<file path="src/rwt_pkg.sv">
/*
 * Shared constants for the reload timer and the wake-up timer block:
 * register offsets, control field positions, reset values and codes.
 * Assumes an 8-bit register port with byte addresses as offsets.
 */
`default_nettype none
package rwt_pkg;
    // Register offsets
    localparam logic [7:0] RWT_OFS_T3_CTRL     = 8'h1e;
    localparam logic [7:0] RWT_OFS_T3_RELOAD_H = 8'h1f;
    localparam logic [7:0] RWT_OFS_T3_RELOAD_L = 8'h20;
    localparam logic [7:0] RWT_OFS_T3_COUNT_H  = 8'h21;
    localparam logic [7:0] RWT_OFS_T3_COUNT_L  = 8'h22;
    localparam logic [7:0] RWT_OFS_WK_CTRL     = 8'h23;
    localparam logic [7:0] RWT_OFS_WK_RELOAD_H = 8'h24;
    localparam logic [7:0] RWT_OFS_WK_RELOAD_L = 8'h25;
    // Timer3 control fields
    localparam int T3_STOP_RX_BIT   = 7;
    localparam int T3_START_LSB     = 4;
    localparam int T3_AUTO_RELOAD   = 3;
    localparam int T3_CLK_LSB       = 0;
    // Wake-up timer control fields
    localparam int WK_RUNNING_BIT   = 7;
    localparam int WK_RUN_WE_BIT    = 6;
    localparam int WK_AUTO_TRIM_BIT = 5;
    localparam int WK_AUTO_CD_BIT   = 4;
    localparam int WK_AUTO_RELOAD   = 3;
    localparam int WK_AUTO_WAKE_BIT = 2;
    localparam int WK_CLK_LSB       = 0;
    // Reset values
    localparam logic [7:0]  RWT_BYTE_RST  = 8'h00;
    localparam logic [15:0] RWT_COUNT_RST = 16'h0000;
    // Timer3 start selection codes
    localparam logic [1:0] T3_START_NONE    = 2'h0;
    localparam logic [1:0] T3_START_TX_END  = 2'h1;
    localparam logic [1:0] T3_START_TRIM    = 2'h2;
    localparam logic [1:0] T3_START_TRIM_UF = 2'h3;
    // Timer3 clock selection codes
    localparam logic [1:0] T3_CLK_CORE = 2'h0;
    localparam logic [1:0] T3_CLK_211K = 2'h1;
    localparam logic [1:0] T3_CLK_T0UF = 2'h2;
    localparam logic [1:0] T3_CLK_T1UF = 2'h3;
    // Low-frequency oscillator divider terminal counts (divide by 8, 16, 32)
    localparam logic [4:0] LFO_DIV8_LAST  = 5'h07;
    localparam logic [4:0] LFO_DIV16_LAST = 5'h0f;
    localparam logic [4:0] LFO_DIV32_LAST = 5'h1f;
    // Card detection sequence states, Gray coded along the path
    typedef enum logic [1:0] {
        RWT_CD_IDLE   = 2'b00,
        RWT_CD_FIELD  = 2'b01,
        RWT_CD_DECIDE = 2'b11
    } rwt_cd_t;
endpackage : rwt_pkg
`default_nettype wire

</file>
<file path="src/rwt_lfo_div.sv">
/*
 * Divider for the low-frequency oscillator tick: passes it undivided or
 * divided by 8, 16 or 32 as the clock select asks.
 * Assumes lfo_tick is a one-cycle pulse synchronous to clock.
 */
`timescale 1ns/1ps
`default_nettype none
module rwt_lfo_div (
    // Clock and reset
    input  wire logic       clock,
    input  wire logic       rst,
    input  wire logic       ce,
    // Oscillator tick and selection
    input  wire logic       lfo_tick,
    input  wire logic [1:0] sel,
    // Divided tick
    output logic            tick_r
);
    import rwt_pkg::*;

    logic [4:0] div_cnt_r;  // Oscillator ticks seen since the last output
    logic [4:0] last;       // Terminal count for the chosen ratio

    // Terminal count decode
    always_comb begin
        unique case (sel)
            2'b00: last = 5'h00;
            2'b01: last = LFO_DIV8_LAST;
            2'b10: last = LFO_DIV16_LAST;
            2'b11: last = LFO_DIV32_LAST;
        endcase
    end

    // Divider counter and tick; the output is registered, so ticks lag by one cycle
    always_ff @(posedge clock) begin
        if (rst) begin
            div_cnt_r <= 5'h00;
            tick_r    <= 1'b0;
        end else if (ce) begin
            tick_r <= 1'b0;
            if (lfo_tick) begin
                if (div_cnt_r >= last) begin
                    div_cnt_r <= 5'h00;
                    tick_r    <= 1'b1;
                end else begin
                    div_cnt_r <= div_cnt_r + 5'h01;
                end
            end
        end
    end
endmodule : rwt_lfo_div
`default_nettype wire

</file>
<file path="src/rwt_timers.sv">
/*
 * Reload timer (timer3) and wake-up timer with card detection sequencing.
 * Assumes a synchronous 8-bit register port, one-cycle event pulses on all
 * tick and event inputs, and a single 250 MHz clock with clock enable.
 */
// Behaviour
// - Start event loads both timer3 reload bytes
// - Timer3 count readable as high and low bytes
// - Control bit 7 shows wake timer running
// - Run bit writes take effect only with bit 6 set
// - Auto trim launches trimming on wake underflow
// - Auto card detect runs sequence on underflow
// - Card found raises request, may stay active
// - No card enters power-down with auto wake set; wake timer continues
// - Timer3 times the field-on interval
// - Wake auto-reload or auto card detect restarts, else stops at zero
// - Wake underflow sets interrupt flag
// - Auto wake leaves power-down on underflow
// - Clock select picks divide 1, 8, 16, 32
// - Wake timer loads reload value at start
// - Timer3 auto-reload restarts, else stops at zero
// - Timer3 clock select picks four sources
// - Timer3 start selection modes
// - Wake reload low byte writable separately
`timescale 1ns/1ps
`default_nettype none
module rwt_timers (
    // Clock, reset, enable
    input  wire logic       clock,
    input  wire logic       rst,
    input  wire logic       ce,
    // Register port
    input  wire logic [7:0] reg_addr,
    input  wire logic       reg_wr,
    input  wire logic       reg_rd,
    input  wire logic [7:0] reg_wdata,
    output logic [7:0]      reg_rdata_r,
    // Timer3 clock and event sources
    input  wire logic       tick_211k,
    input  wire logic       timer0_underflow,
    input  wire logic       timer1_underflow,
    input  wire logic       tx_end,
    input  wire logic       rx_first_nibble,
    input  wire logic       timer3_start_cmd,
    input  wire logic       timer3_stop_cmd,
    // Wake-up side inputs
    input  wire logic       lfo_tick,
    input  wire logic       card_present,
    input  wire logic       card_stay_active,
    input  wire logic       irq_flag_clear,
    // Event and state outputs
    output logic            timer3_underflow_r,
    output logic            wake_timer_irq_flag,
    output logic            card_irq_r,
    output logic            osc_trim_start_r,
    output logic            rf_field_on_r,
    output logic            power_down_r
);
    import rwt_pkg::*;

    // Registers; only control, reload and timer3 count bytes are readable
    logic [7:0]  t3_ctrl_r;        // Stop on rx, start select, auto reload, clock
    logic [7:0]  t3_reload_h_r;    // Timer3 reload high byte
    logic [7:0]  t3_reload_l_r;    // Timer3 reload low byte
    logic [15:0] t3_cnt_r;         // Timer3 live count
    logic        t3_run_r;         // Timer3 counting
    logic [5:0]  wk_cfg_r;         // Wake control bits 5..0
    logic        wk_run_r;         // Wake timer counting
    logic [7:0]  wk_reload_h_r;    // Wake reload high byte
    logic [7:0]  wk_reload_l_r;    // Wake reload low byte
    logic [15:0] wk_cnt_r;         // Wake timer live count
    logic        irq_flag_r;       // Sticky wake underflow flag
    rwt_cd_t     cd_state_r;       // Card detection sequence state

    // Decoded strobes and events
    logic        wr_ctrl;          // Write to wake control
    logic        wk_cmd;           // Write that may start or stop the wake timer
    logic        wk_tick;          // Divided oscillator tick
    logic        wk_uf;            // Wake timer steps from zero
    logic        t3_tick;          // Selected timer3 input tick
    logic        t3_uf;            // Timer3 steps from zero
    logic        t3_start;         // Any timer3 start event
    logic        t3_stop;          // Any timer3 stop event
    logic        trim_mode;        // Timer3 used for oscillator trimming
    logic        cd_launch;        // Card detection begins this cycle

    // Write strobe for one register offset
    function automatic logic reg_hit(input logic [7:0] ofs);
        reg_hit = ce && reg_wr && (reg_addr == ofs);
    endfunction : reg_hit

    // Concatenated reload value
    function automatic logic [15:0] word16(input logic [7:0] hi, input logic [7:0] lo);
        word16 = {hi, lo};
    endfunction : word16

    // Oscillator divider for the wake timer clock
    rwt_lfo_div u_lfo_div (
        .clock    (clock),
        .rst      (rst),
        .ce       (ce),
        .lfo_tick (lfo_tick),
        .sel      (wk_cfg_r[WK_CLK_LSB +: 2]),
        .tick_r   (wk_tick)
    );

    assign wr_ctrl   = reg_hit(RWT_OFS_WK_CTRL);
    assign wk_cmd    = wr_ctrl && reg_wdata[WK_RUN_WE_BIT];
    // A host start/stop in the same cycle takes priority over an underflow
    assign wk_uf     = ce && wk_run_r && wk_tick && (wk_cnt_r == RWT_COUNT_RST) && !wk_cmd;
    assign trim_mode = t3_ctrl_r[T3_START_LSB+1];
    assign cd_launch = wk_uf && wk_cfg_r[WK_AUTO_CD_BIT] && (cd_state_r == RWT_CD_IDLE);

    // Timer3 input clock selection
    always_comb begin
        unique case (t3_ctrl_r[T3_CLK_LSB +: 2])
            T3_CLK_CORE: t3_tick = 1'b1;   // Core clock stands in for the carrier
            T3_CLK_211K: t3_tick = tick_211k;
            T3_CLK_T0UF: t3_tick = timer0_underflow;
            T3_CLK_T1UF: t3_tick = timer1_underflow;
        endcase
    end

    // Timer3 start and stop events
    always_comb begin
        unique case (t3_ctrl_r[T3_START_LSB +: 2])
            T3_START_NONE:    t3_start = timer3_start_cmd;
            T3_START_TX_END:  t3_start = timer3_start_cmd || tx_end;
            T3_START_TRIM,
            T3_START_TRIM_UF: t3_start = timer3_start_cmd || osc_trim_start_r;
        endcase
        t3_start = ce && (t3_start || cd_launch);
        // Stop on first received nibble has no effect while trimming
        t3_stop  = ce && (timer3_stop_cmd ||
                   (t3_ctrl_r[T3_STOP_RX_BIT] && rx_first_nibble && !trim_mode));
    end

    assign t3_uf = ce && t3_run_r && t3_tick && (t3_cnt_r == RWT_COUNT_RST) && !t3_start;

    // Timer3 configuration registers
    always_ff @(posedge clock) begin
        if (rst) begin
            t3_ctrl_r     <= RWT_BYTE_RST;
            t3_reload_h_r <= RWT_BYTE_RST;
            t3_reload_l_r <= RWT_BYTE_RST;
        end else begin
            // Bits 6 and 2 are reserved and stay zero
            if (reg_hit(RWT_OFS_T3_CTRL))
                t3_ctrl_r <= reg_wdata & 8'hbb;
            if (reg_hit(RWT_OFS_T3_RELOAD_H))
                t3_reload_h_r <= reg_wdata;
            // Held here only; the count sees it at the next start event or auto reload
            if (reg_hit(RWT_OFS_T3_RELOAD_L))
                t3_reload_l_r <= reg_wdata;
        end
    end

    // Timer3 counter
    always_ff @(posedge clock) begin
        if (rst) begin
            t3_cnt_r <= RWT_COUNT_RST;
            t3_run_r <= 1'b0;
        end else if (ce) begin
            if (t3_start) begin
                t3_cnt_r <= word16(t3_reload_h_r, t3_reload_l_r);
                t3_run_r <= 1'b1;
            end else if (t3_stop) begin
                t3_run_r <= 1'b0;
            end else if (t3_uf) begin
                // Without auto reload the count rests at zero once stopped
                if (t3_ctrl_r[T3_AUTO_RELOAD])
                    t3_cnt_r <= word16(t3_reload_h_r, t3_reload_l_r);
                t3_run_r <= t3_ctrl_r[T3_AUTO_RELOAD];
            end else if (t3_run_r && t3_tick) begin
                t3_cnt_r <= t3_cnt_r - 16'h0001;
            end
        end
    end

    // Timer3 underflow pulse
    always_ff @(posedge clock) begin
        if (rst)
            timer3_underflow_r <= 1'b0;
        else if (ce)
            timer3_underflow_r <= t3_uf;
    end

    // Wake timer configuration and reload registers
    always_ff @(posedge clock) begin
        if (rst) begin
            wk_cfg_r      <= 6'h00;
            wk_reload_h_r <= RWT_BYTE_RST;
            wk_reload_l_r <= RWT_BYTE_RST;
        end else begin
            if (wr_ctrl)
                wk_cfg_r <= reg_wdata[5:0];
            if (reg_hit(RWT_OFS_WK_RELOAD_H))
                wk_reload_h_r <= reg_wdata;
            if (reg_hit(RWT_OFS_WK_RELOAD_L))
                wk_reload_l_r <= reg_wdata;
        end
    end

    // Wake timer counter and running state
    always_ff @(posedge clock) begin
        if (rst) begin
            wk_cnt_r <= RWT_COUNT_RST;
            wk_run_r <= 1'b0;
        end else if (ce) begin
            if (wk_cmd) begin
                wk_run_r <= reg_wdata[WK_RUNNING_BIT];
                if (reg_wdata[WK_RUNNING_BIT])
                    wk_cnt_r <= word16(wk_reload_h_r, wk_reload_l_r);
            end else if (wk_uf) begin
                // Card detection keeps the timer going with no gap
                if (wk_cfg_r[WK_AUTO_RELOAD] || wk_cfg_r[WK_AUTO_CD_BIT]) begin
                    wk_cnt_r <= word16(wk_reload_h_r, wk_reload_l_r);
                end else begin
                    wk_run_r <= 1'b0;
                end
            end else if (wk_run_r && wk_tick) begin
                wk_cnt_r <= wk_cnt_r - 16'h0001;
            end
        end
    end

    // Sticky underflow flag; a new underflow beats a simultaneous clear
    always_ff @(posedge clock) begin
        if (rst)
            irq_flag_r <= 1'b0;
        else if (ce) begin
            if (wk_uf)
                irq_flag_r <= 1'b1;
            else if (irq_flag_clear)
                irq_flag_r <= 1'b0;
        end
    end
    assign wake_timer_irq_flag = irq_flag_r;

    // Oscillator trim launch pulse
    always_ff @(posedge clock) begin
        if (rst)
            osc_trim_start_r <= 1'b0;
        else if (ce)
            osc_trim_start_r <= wk_uf && wk_cfg_r[WK_AUTO_TRIM_BIT];
    end

    // Card detection sequence: field on, timer3 times it, then decide
    always_ff @(posedge clock) begin
        if (rst) begin
            cd_state_r    <= RWT_CD_IDLE;
            rf_field_on_r <= 1'b0;
            card_irq_r    <= 1'b0;
        end else if (ce) begin
            card_irq_r <= 1'b0;
            unique case (cd_state_r)
                RWT_CD_IDLE: begin
                    if (cd_launch) begin
                        cd_state_r    <= RWT_CD_FIELD;
                        rf_field_on_r <= 1'b1;
                    end
                end
                RWT_CD_FIELD: begin
                    // Field interval ends on timer3 underflow or once timer3 is not running
                    if (t3_uf || !t3_run_r)
                        cd_state_r <= RWT_CD_DECIDE;
                end
                RWT_CD_DECIDE: begin
                    cd_state_r    <= RWT_CD_IDLE;
                    rf_field_on_r <= 1'b0;
                    card_irq_r    <= card_present;
                end
                default: begin
                    cd_state_r    <= RWT_CD_IDLE;
                    rf_field_on_r <= 1'b0;
                end
            endcase
        end
    end

    // Power-down state: with auto wake set, entered after an empty detection and left on underflow
    always_ff @(posedge clock) begin
        if (rst)
            power_down_r <= 1'b0;
        else if (ce) begin
            if (cd_state_r == RWT_CD_DECIDE && card_present && card_stay_active)
                power_down_r <= 1'b0;
            else if (cd_state_r == RWT_CD_DECIDE && !card_present &&
                     wk_cfg_r[WK_AUTO_WAKE_BIT])
                power_down_r <= 1'b1;
            else if (wk_uf && wk_cfg_r[WK_AUTO_WAKE_BIT])
                power_down_r <= 1'b0;
        end
    end

    // Read data; count bytes are live, so reads during reception may tear
    always_ff @(posedge clock) begin
        if (rst)
            reg_rdata_r <= RWT_BYTE_RST;
        else if (ce && reg_rd) begin
            unique case (reg_addr)
                RWT_OFS_T3_CTRL:     reg_rdata_r <= t3_ctrl_r;
                RWT_OFS_T3_RELOAD_H: reg_rdata_r <= t3_reload_h_r;
                RWT_OFS_T3_RELOAD_L: reg_rdata_r <= t3_reload_l_r;
                RWT_OFS_T3_COUNT_H:  reg_rdata_r <= t3_cnt_r[15:8];
                RWT_OFS_T3_COUNT_L:  reg_rdata_r <= t3_cnt_r[7:0];
                RWT_OFS_WK_CTRL:     reg_rdata_r <= {wk_run_r, 1'b0, wk_cfg_r};
                RWT_OFS_WK_RELOAD_H: reg_rdata_r <= wk_reload_h_r;
                RWT_OFS_WK_RELOAD_L: reg_rdata_r <= wk_reload_l_r;
                default:             reg_rdata_r <= RWT_BYTE_RST;  // Unmapped reads zero
            endcase
        end
    end
endmodule : rwt_timers
`default_nettype wire

</file>
<file path="config.mk">
export PLATFORM = sky130hd
export DESIGN_NAME = rwt_timers
export DESIGN_NICKNAME = d
export VERILOG_FILES = /design/src/rwt_pkg.sv /design/src/rwt_lfo_div.sv /design/src/rwt_timers.sv
export SDC_FILE = /design/constraint.sdc
export NUM_CORES = 1
export LEC_CHECK = 0
export ABC_AREA = 1
export BUFFER_PORTS_ARGS = -buffer_cell sky130_fd_sc_hd__buf_2
export CAP_MARGIN = 10
export CORE_ASPECT_RATIO = 1.5
export CORE_UTILIZATION = 31
export DETAILED_ROUTE_END_ITERATION = 6
export HOLD_SLACK_MARGIN = 0.03
export PLACE_DENSITY = 0.55
export SETUP_SLACK_MARGIN = 0.1
export SLEW_MARGIN = 20
export SYNTH_ARGS = -nofsm -noshare
export SYNTH_HDL_FRONTEND = slang
export SYNTH_SLANG_ARGS = --single-unit
</file>
<file path="constraint.sdc">
create_clock -name clock -period 2.86 [get_ports clock]
set_clock_uncertainty 0.15 [all_clocks]
set_input_delay 0.286 -clock clock [delete_from_list [all_inputs] [get_ports clock]]
set_output_delay 0.286 -clock clock [all_outputs]
set_load 0.03 [all_outputs]
</file>
# Word level (Yosys, flattened, before mapping)
# Cells that the tools add are included.
# Widths: inputs -> output; s select.
[op_classes]
muxes = 34
add_sub_neg = 3
n_eq_ne = 26
n_lt_le_gt_ge = 1
n_reduce_logical = 64
n_bitwise = 1
[ops]
columns = ["cell", "count"]
rows = [
  ["$mux 16", 10],
  ["$pmux 8 s8", 1],
  ["$eq 8x6->1 const B", 6],
  ["$logic_not 16->1", 2],
  ["$sub 16x1->16 const B", 2],
  ["$logic_and 1x1->1", 31],
  ["$pmux 5 s4", 1],
  ["$eq 8x5->1 const B", 2],
  ["$mux 1", 15],
  ["$eq 2x2->1 const B", 7],
  ["$reduce_bool 3->1", 4],
  ["$ne 2x2->1 const B", 5],
  ["$reduce_and 3->1", 3],
  ["$eq 2x1->1 const B", 4],
  ["$logic_not 2->1", 4],
  ["$reduce_and 2->1", 4],
  ["$reduce_and 4->1", 2],
  ["$logic_or 1x1->1", 6],
  ["$ne 3x2->1 const B", 2],
  ["$add 5x1->5 const B", 1],
  ["$ge 5x5->1", 1],
  ["$logic_not 1->1", 5],
  ["$mux 5", 1],
  ["$mux 2", 2],
  ["other kinds (7)", 8],
]
[totals]
elab_cells = 149
reg_bits = 100
output_inout_bits = 14
in_bits = 32

# Logic depth before layout (Yosys ltp)
[logic_depth]
depth_word = 14
depth_mapped = 16
ltp_nobuf = 15

# By module
# A second synthesis with hierarchy kept.
[hier_totals]
hier_cells = 837
hier_area_um2 = 5575.3
[by_module_without_submodules]
columns = ["mod", "cells_each", "seq_area_each_um2", "n_inst", "area_per_inst_um2"]
rows = [
  ["rwt_timers", 781, 1881.8, 1, 5186.2],
  ["rwt_lfo_div", 56, 120.1, 1, 389.1],
]

# Least setup slack after synthesis
# Ideal clock, no wire load.
[synth_timing]
kind = "register to register"
startpoint = "reg t3_cnt_r[0]"
endpoint = "reg t3_cnt_r[15]"
t_arrival_ps = 1754
slack_ps = 844
path_stages_with_launch = 17
setup_ps = 113
period_less_slack_ps = 2016
path_cell_list = "dfxtp_1 -> inv_1 -> ha_1 -> nand2_1 -> nor2_2 -> nand2_1 -> nor2_1 -> nand4_1 -> nor2_1 -> inv_2 -> nand2_4 -> buf_6 -> nand2_1 -> nand2_1 -> nand2_1 -> nand2_1 -> nor2_1"
[synth_via]
elab_chain_cells = 6
[synth_rtl]
columns = ["item", "line_no", "rtl"]
rows = [
  ["start, declared", "rwt_timers.sv:65", "logic [15:0] t3_cnt_r;"],
  ["start signal, assigned", "rwt_timers.sv:165", "t3_cnt_r <= word16(t3_reload_h_r, t3_reload_l_r);"],
  ["start signal, assigned", "rwt_timers.sv:172", "t3_cnt_r <= word16(t3_reload_h_r, t3_reload_l_r);"],
  ["start signal, assigned", "rwt_timers.sv:175", "t3_cnt_r <= t3_cnt_r - 16'h0001;"],
  ["branches (longest 6 deep; another with $sub 16x1->16)", "n/a", ""],
]
# Parallel ways; which one is timed is not known. The select of a mux whose other input is x is not followed.
# A chain may end at the register's enable or synchronous reset.

# Final worst setup path
[layout_timing]
startpoint = "reg wk_cnt_r[0]"
endpoint = "reg wk_cnt_r[14]"
[layout_via]
elab_chain_cells = 5
[layout_rtl]
columns = ["item", "line_no", "rtl"]
rows = [
  ["start, declared", "rwt_timers.sv:71", "logic [15:0] wk_cnt_r;"],
  ["start signal, assigned", "rwt_timers.sv:213", "wk_cnt_r <= word16(wk_reload_h_r, wk_reload_l_r);"],
  ["start signal, assigned", "rwt_timers.sv:217", "wk_cnt_r <= word16(wk_reload_h_r, wk_reload_l_r);"],
  ["start signal, assigned", "rwt_timers.sv:222", "wk_cnt_r <= wk_cnt_r - 16'h0001;"],
  ["branches (longest 5 deep; another with $sub 16x1->16)", "n/a", ""],
]
# Parallel ways; which one is timed is not known. The select of a mux whose other input is x is not followed.

==> results.md <==
- Outcome: completed
- Pwr dens: 518 nW/um^2
- Row cnt: 59
- Vias in the first global route: 5211
- Post-synth EDFFs: 0
- Post-Place Cells: 1057
- I/O Buffers: 45
- Area occupied by registers: 2000 um^2
- R2R depth: 11
- WHS Endpoint: u_lfo_div.div_cnt_r[1]
- Sequential area share after synthesis: 0.364
- Seq cells post-synth: 100
- Footprint of the multi-input gates: 2960 um^2
- Syn Nets: 862
- CP max stage delay: 0.43 ns
- Worst slew pin tran: 0.755 ns
- Filler Cells Inserted: 1878
- Worst skew pair latency: 0.35 ns
- H-tree lvl count: 3
- RSZ-0062 raised after global routing: no
- Library cells used by synthesis: 38
- Final wirelength: 17.6 mm
- Final cell count without fillers: 1073
- Post-DRT Antenna Nets: 0
- Syn Area/Cell: 6.69 um^2
- CP Cell Sequence: inv_1 > ha_1 > inv_1 > nor4_1 > nand4_1 > nand2_2 > inv_2 > o21ai_0 > nand2_1 > nand2_1 > nor2_1
- Crit path launch type: flip-flop
- Total chip power: 3.21 mW
- Detailed Route Iter0 Violations: 275
- Min-Delay Path Class: in2reg
- DR WL met2: 9.24 mm
- TritonRoute pass-1 iters: 5
- Crit end category: flip-flop
- Largest net degree at the start of global routing: 73
- Fin crit share: 0.890
- Core Box Area: 17300 um^2
- Layout area overhead: 12.7%
- Total number of vias: 5428
- Top cells by area, synth: dfxtp_1, nand2_1, a21oi_1, nor2_1, inv_1
- Post-layout min period: 2.55 ns
- WL per Instance: 16.4 um
- Clock sink count: 100
- Reg-to-Reg Start: wk_cnt_r[0]
- Hold Path Depth: 3
- Reg-to-reg endpoint: wk_cnt_r[14]
- MaxCap Viol Count: 0
- Antenna diodes: 0
- Num CTS Buffers: 9
- Primary FF master, synth: dfxtp_1
- IO Pins: 46
- Post-DR vias/cell: 5.06
- CP delay by family, top: simple AND/OR/NAND/NOR gates
- Setup tns final: 0 ns
- # hold bufs at CTS: 0
- Clock Path Buffers: 2
- Initial antenna violation count: 0
- Top cell type's share of synthesized area: 0.364
- Crit-path max FO: 18
- Fmax achieved: 393 MHz
- Pleak: 2.53 nW
- Max_slew headroom: 0.497
- Root Buffer: clkbuf_16
- CP max stage cell: nor4_1
- Core Util, Final: 0.357
- DRC: 0
- Total gr overflow: 0
- Yosys top cell by area: dfxtp_1
- Die width: 111 um
- WP buf/inv: 3
- Layout cells sized above 1: 0.112
- Worst Path Required: 2.96 ns
- Initial Util: 0.317
- Final setup viols: 0
- Hpwl dp: 13.4 mm
- GRT Util Overall: 0.198
- CTS tree: done
- Max Slew Vio Count: 0
- NumNets Final: 896
- Mapped Cells: 821
- Fin. Hold Viols: 0
- Die Footprint: 18300 um^2
- Yosys warns: 0
- Worst EP arrival: 2.65 ns
- Ys async rst share: 0
- Mapped cell area: 5490 um^2
- Met3 Wirelength: 539 um
- M1 WL: 6.60 mm
- Hold Path Origin: lfo_tick
- RD Place Congestion: 0.870
- Top Metal Used: met4
- First-pass GRT wire length: 27.7 mm
- R2R setup slack: 0.31 ns
- CP Class: reg2reg
- Clock transition at the registers of the reported paths: 0.07 ns
- Maximum VDD drop: 327 uV
- Die Span Y: 165 um
==> per-stage QoR <==
step / cell area (um^2) / hold WS, ns / worst slack, ns
after floorplan: 5490 / 0.283 / 0.844
after global placement: 5860 / 0.305 / 0.299
after detailed placement: 5860 / 0.303 / 0.303
after CTS: 6190 / 0.0573 / 0.289
after global routing: 6190 / 0.0597 / 0.115
final: 6190 / 0.0610 / 0.314
==> sequential cells by signal, indices dropped and copies added (netlist names), 2 cells and up <==
| register | flops |
|---|---|
| wk_reload_l_r | 8 |
| wk_cnt_r | 16 |
| wk_cfg_r | 6 |
| reg_rdata_r | 8 |
| t3_reload_l_r | 8 |
| u_lfo_div.div_cnt_r | 5 |
| t3_ctrl_r | 6 |
| t3_reload_h_r | 8 |
| cd_state_r | 2 |
| t3_cnt_r | 16 |
| wk_reload_h_r | 8 |
==> report_power, final <==
group	internal, mW	total, mW	switching (mW)
Clock	0.770	1.34	0.573
Sequential	1.42	1.46	0.0344
Combinational	0.139	0.407	0.268
Total	2.33	3.21	0.876
==> what timing repair did <==
item,4_1_cts,5_1_grt
buffers inserted,0,0
endpoints found under the setup margin,0,3
gates resized for setup,0,1
==> worst register-to-register path, delay by kind of cell, from the launching register on <==
family | cells | cell delay [ns]
flip-flops | 1 | 0.36
AO/OA/AOI/OAI | 1 | 0.21
buffers and inverters | 3 | 0.39
adder cells (fa/ha/maj) | 1 | 0.24
AND/OR/NAND/NOR | 6 | 1.11
==> how the worst max path moves through the flow <==
stage / from / end / cells past startpoint
detailed placement: wk_cnt_r[0] / t3_cnt_r[15] / 15
floorplan: t3_cnt_r[0] / t3_cnt_r[15] / 16
global placement: wk_cnt_r[0] / t3_cnt_r[15] / 15
global route: wk_cnt_r[0] / t3_cnt_r[10] / 15
CTS: wk_cnt_r[0] / t3_cnt_r[15] / 15
finish: wk_cnt_r[0] / wk_cnt_r[14] / 11
==> per-layer routing <==
| metal | GRT usage | vias up |
|---|---|---|
| met4 | 0.141 | 0 |
| met2 | 0.378 | 112 |
| met1 | 0.195 | 2494 |
| met3 | 0.0301 | 60 |
| li1 | - | 2762 |
| met5 | 0 | - |
==> Yosys cell counts (3+ instances only) <==
cell type,n
o211ai_1,9
nor2_2,3
buf_2,4
buf_4,3
nand4_1,12
dfxtp_1,100
buf_6,6
clkbuf_1,13
nand2_4,3
xnor2_1,6
or2_2,4
nand2_1,175
a21oi_1,86
inv_2,8
nor3_1,9
xor2_1,17
o21ai_0,60
nand3_1,39
nor2_1,100
nand2_2,5
o21ai_1,18
o22ai_1,22
inv_1,89
ha_1,9
==> cell type report <==
class,instances,share of cell area
clock buffers,9,0.0364
clock inverters,7,0.0160
inverters,99,0.0600
multi-input cells,594,0.478
flip-flops and latches,100,0.323
well taps,213,0.0430
repair buffers,51,0.0437
==> kinds of logic (layout without fill, tap and decap cells) <==
logic type / Yosys count / count (layout) / synth area share
and+or+nand+nor: 360 / 360 / 0.284
muxes: 1 / 1 / 0.00182
xor gates and xnor gates: 23 / 23 / 0.0367
AOI/OAI and AO/OA: 201 / 201 / 0.195
adders and majority gates: 9 / 9 / 0.0205
DFF: 100 / 100 / 0.364
buffers and inverters: 127 / 166 / 0.0979
==> cell usage in the layout, fill, tap and decap left out, types with 4 or more instances in the layout <==
| cell type | count |
|---|---|
| a21oi_1 | 86 |
| ha_1 | 9 |
| nand3_1 | 39 |
| clkinvlp_4 | 4 |
| nand2_1 | 175 |
| o21ai_0 | 60 |
| or2_2 | 4 |
| nand2_2 | 5 |
| inv_1 | 89 |
| dfxtp_1 | 100 |
| xnor2_1 | 6 |
| xor2_1 | 17 |
| nor2_2 | 4 |
| nand4_1 | 12 |
| o21ai_1 | 18 |
| nor3_1 | 9 |
| buf_2 | 45 |
| clkbuf_16 | 9 |
| o211ai_1 | 9 |
| nor2_1 | 99 |
| buf_4 | 6 |
| inv_2 | 8 |
| o22ai_1 | 22 |
Power figures use the tool's default switching activity.
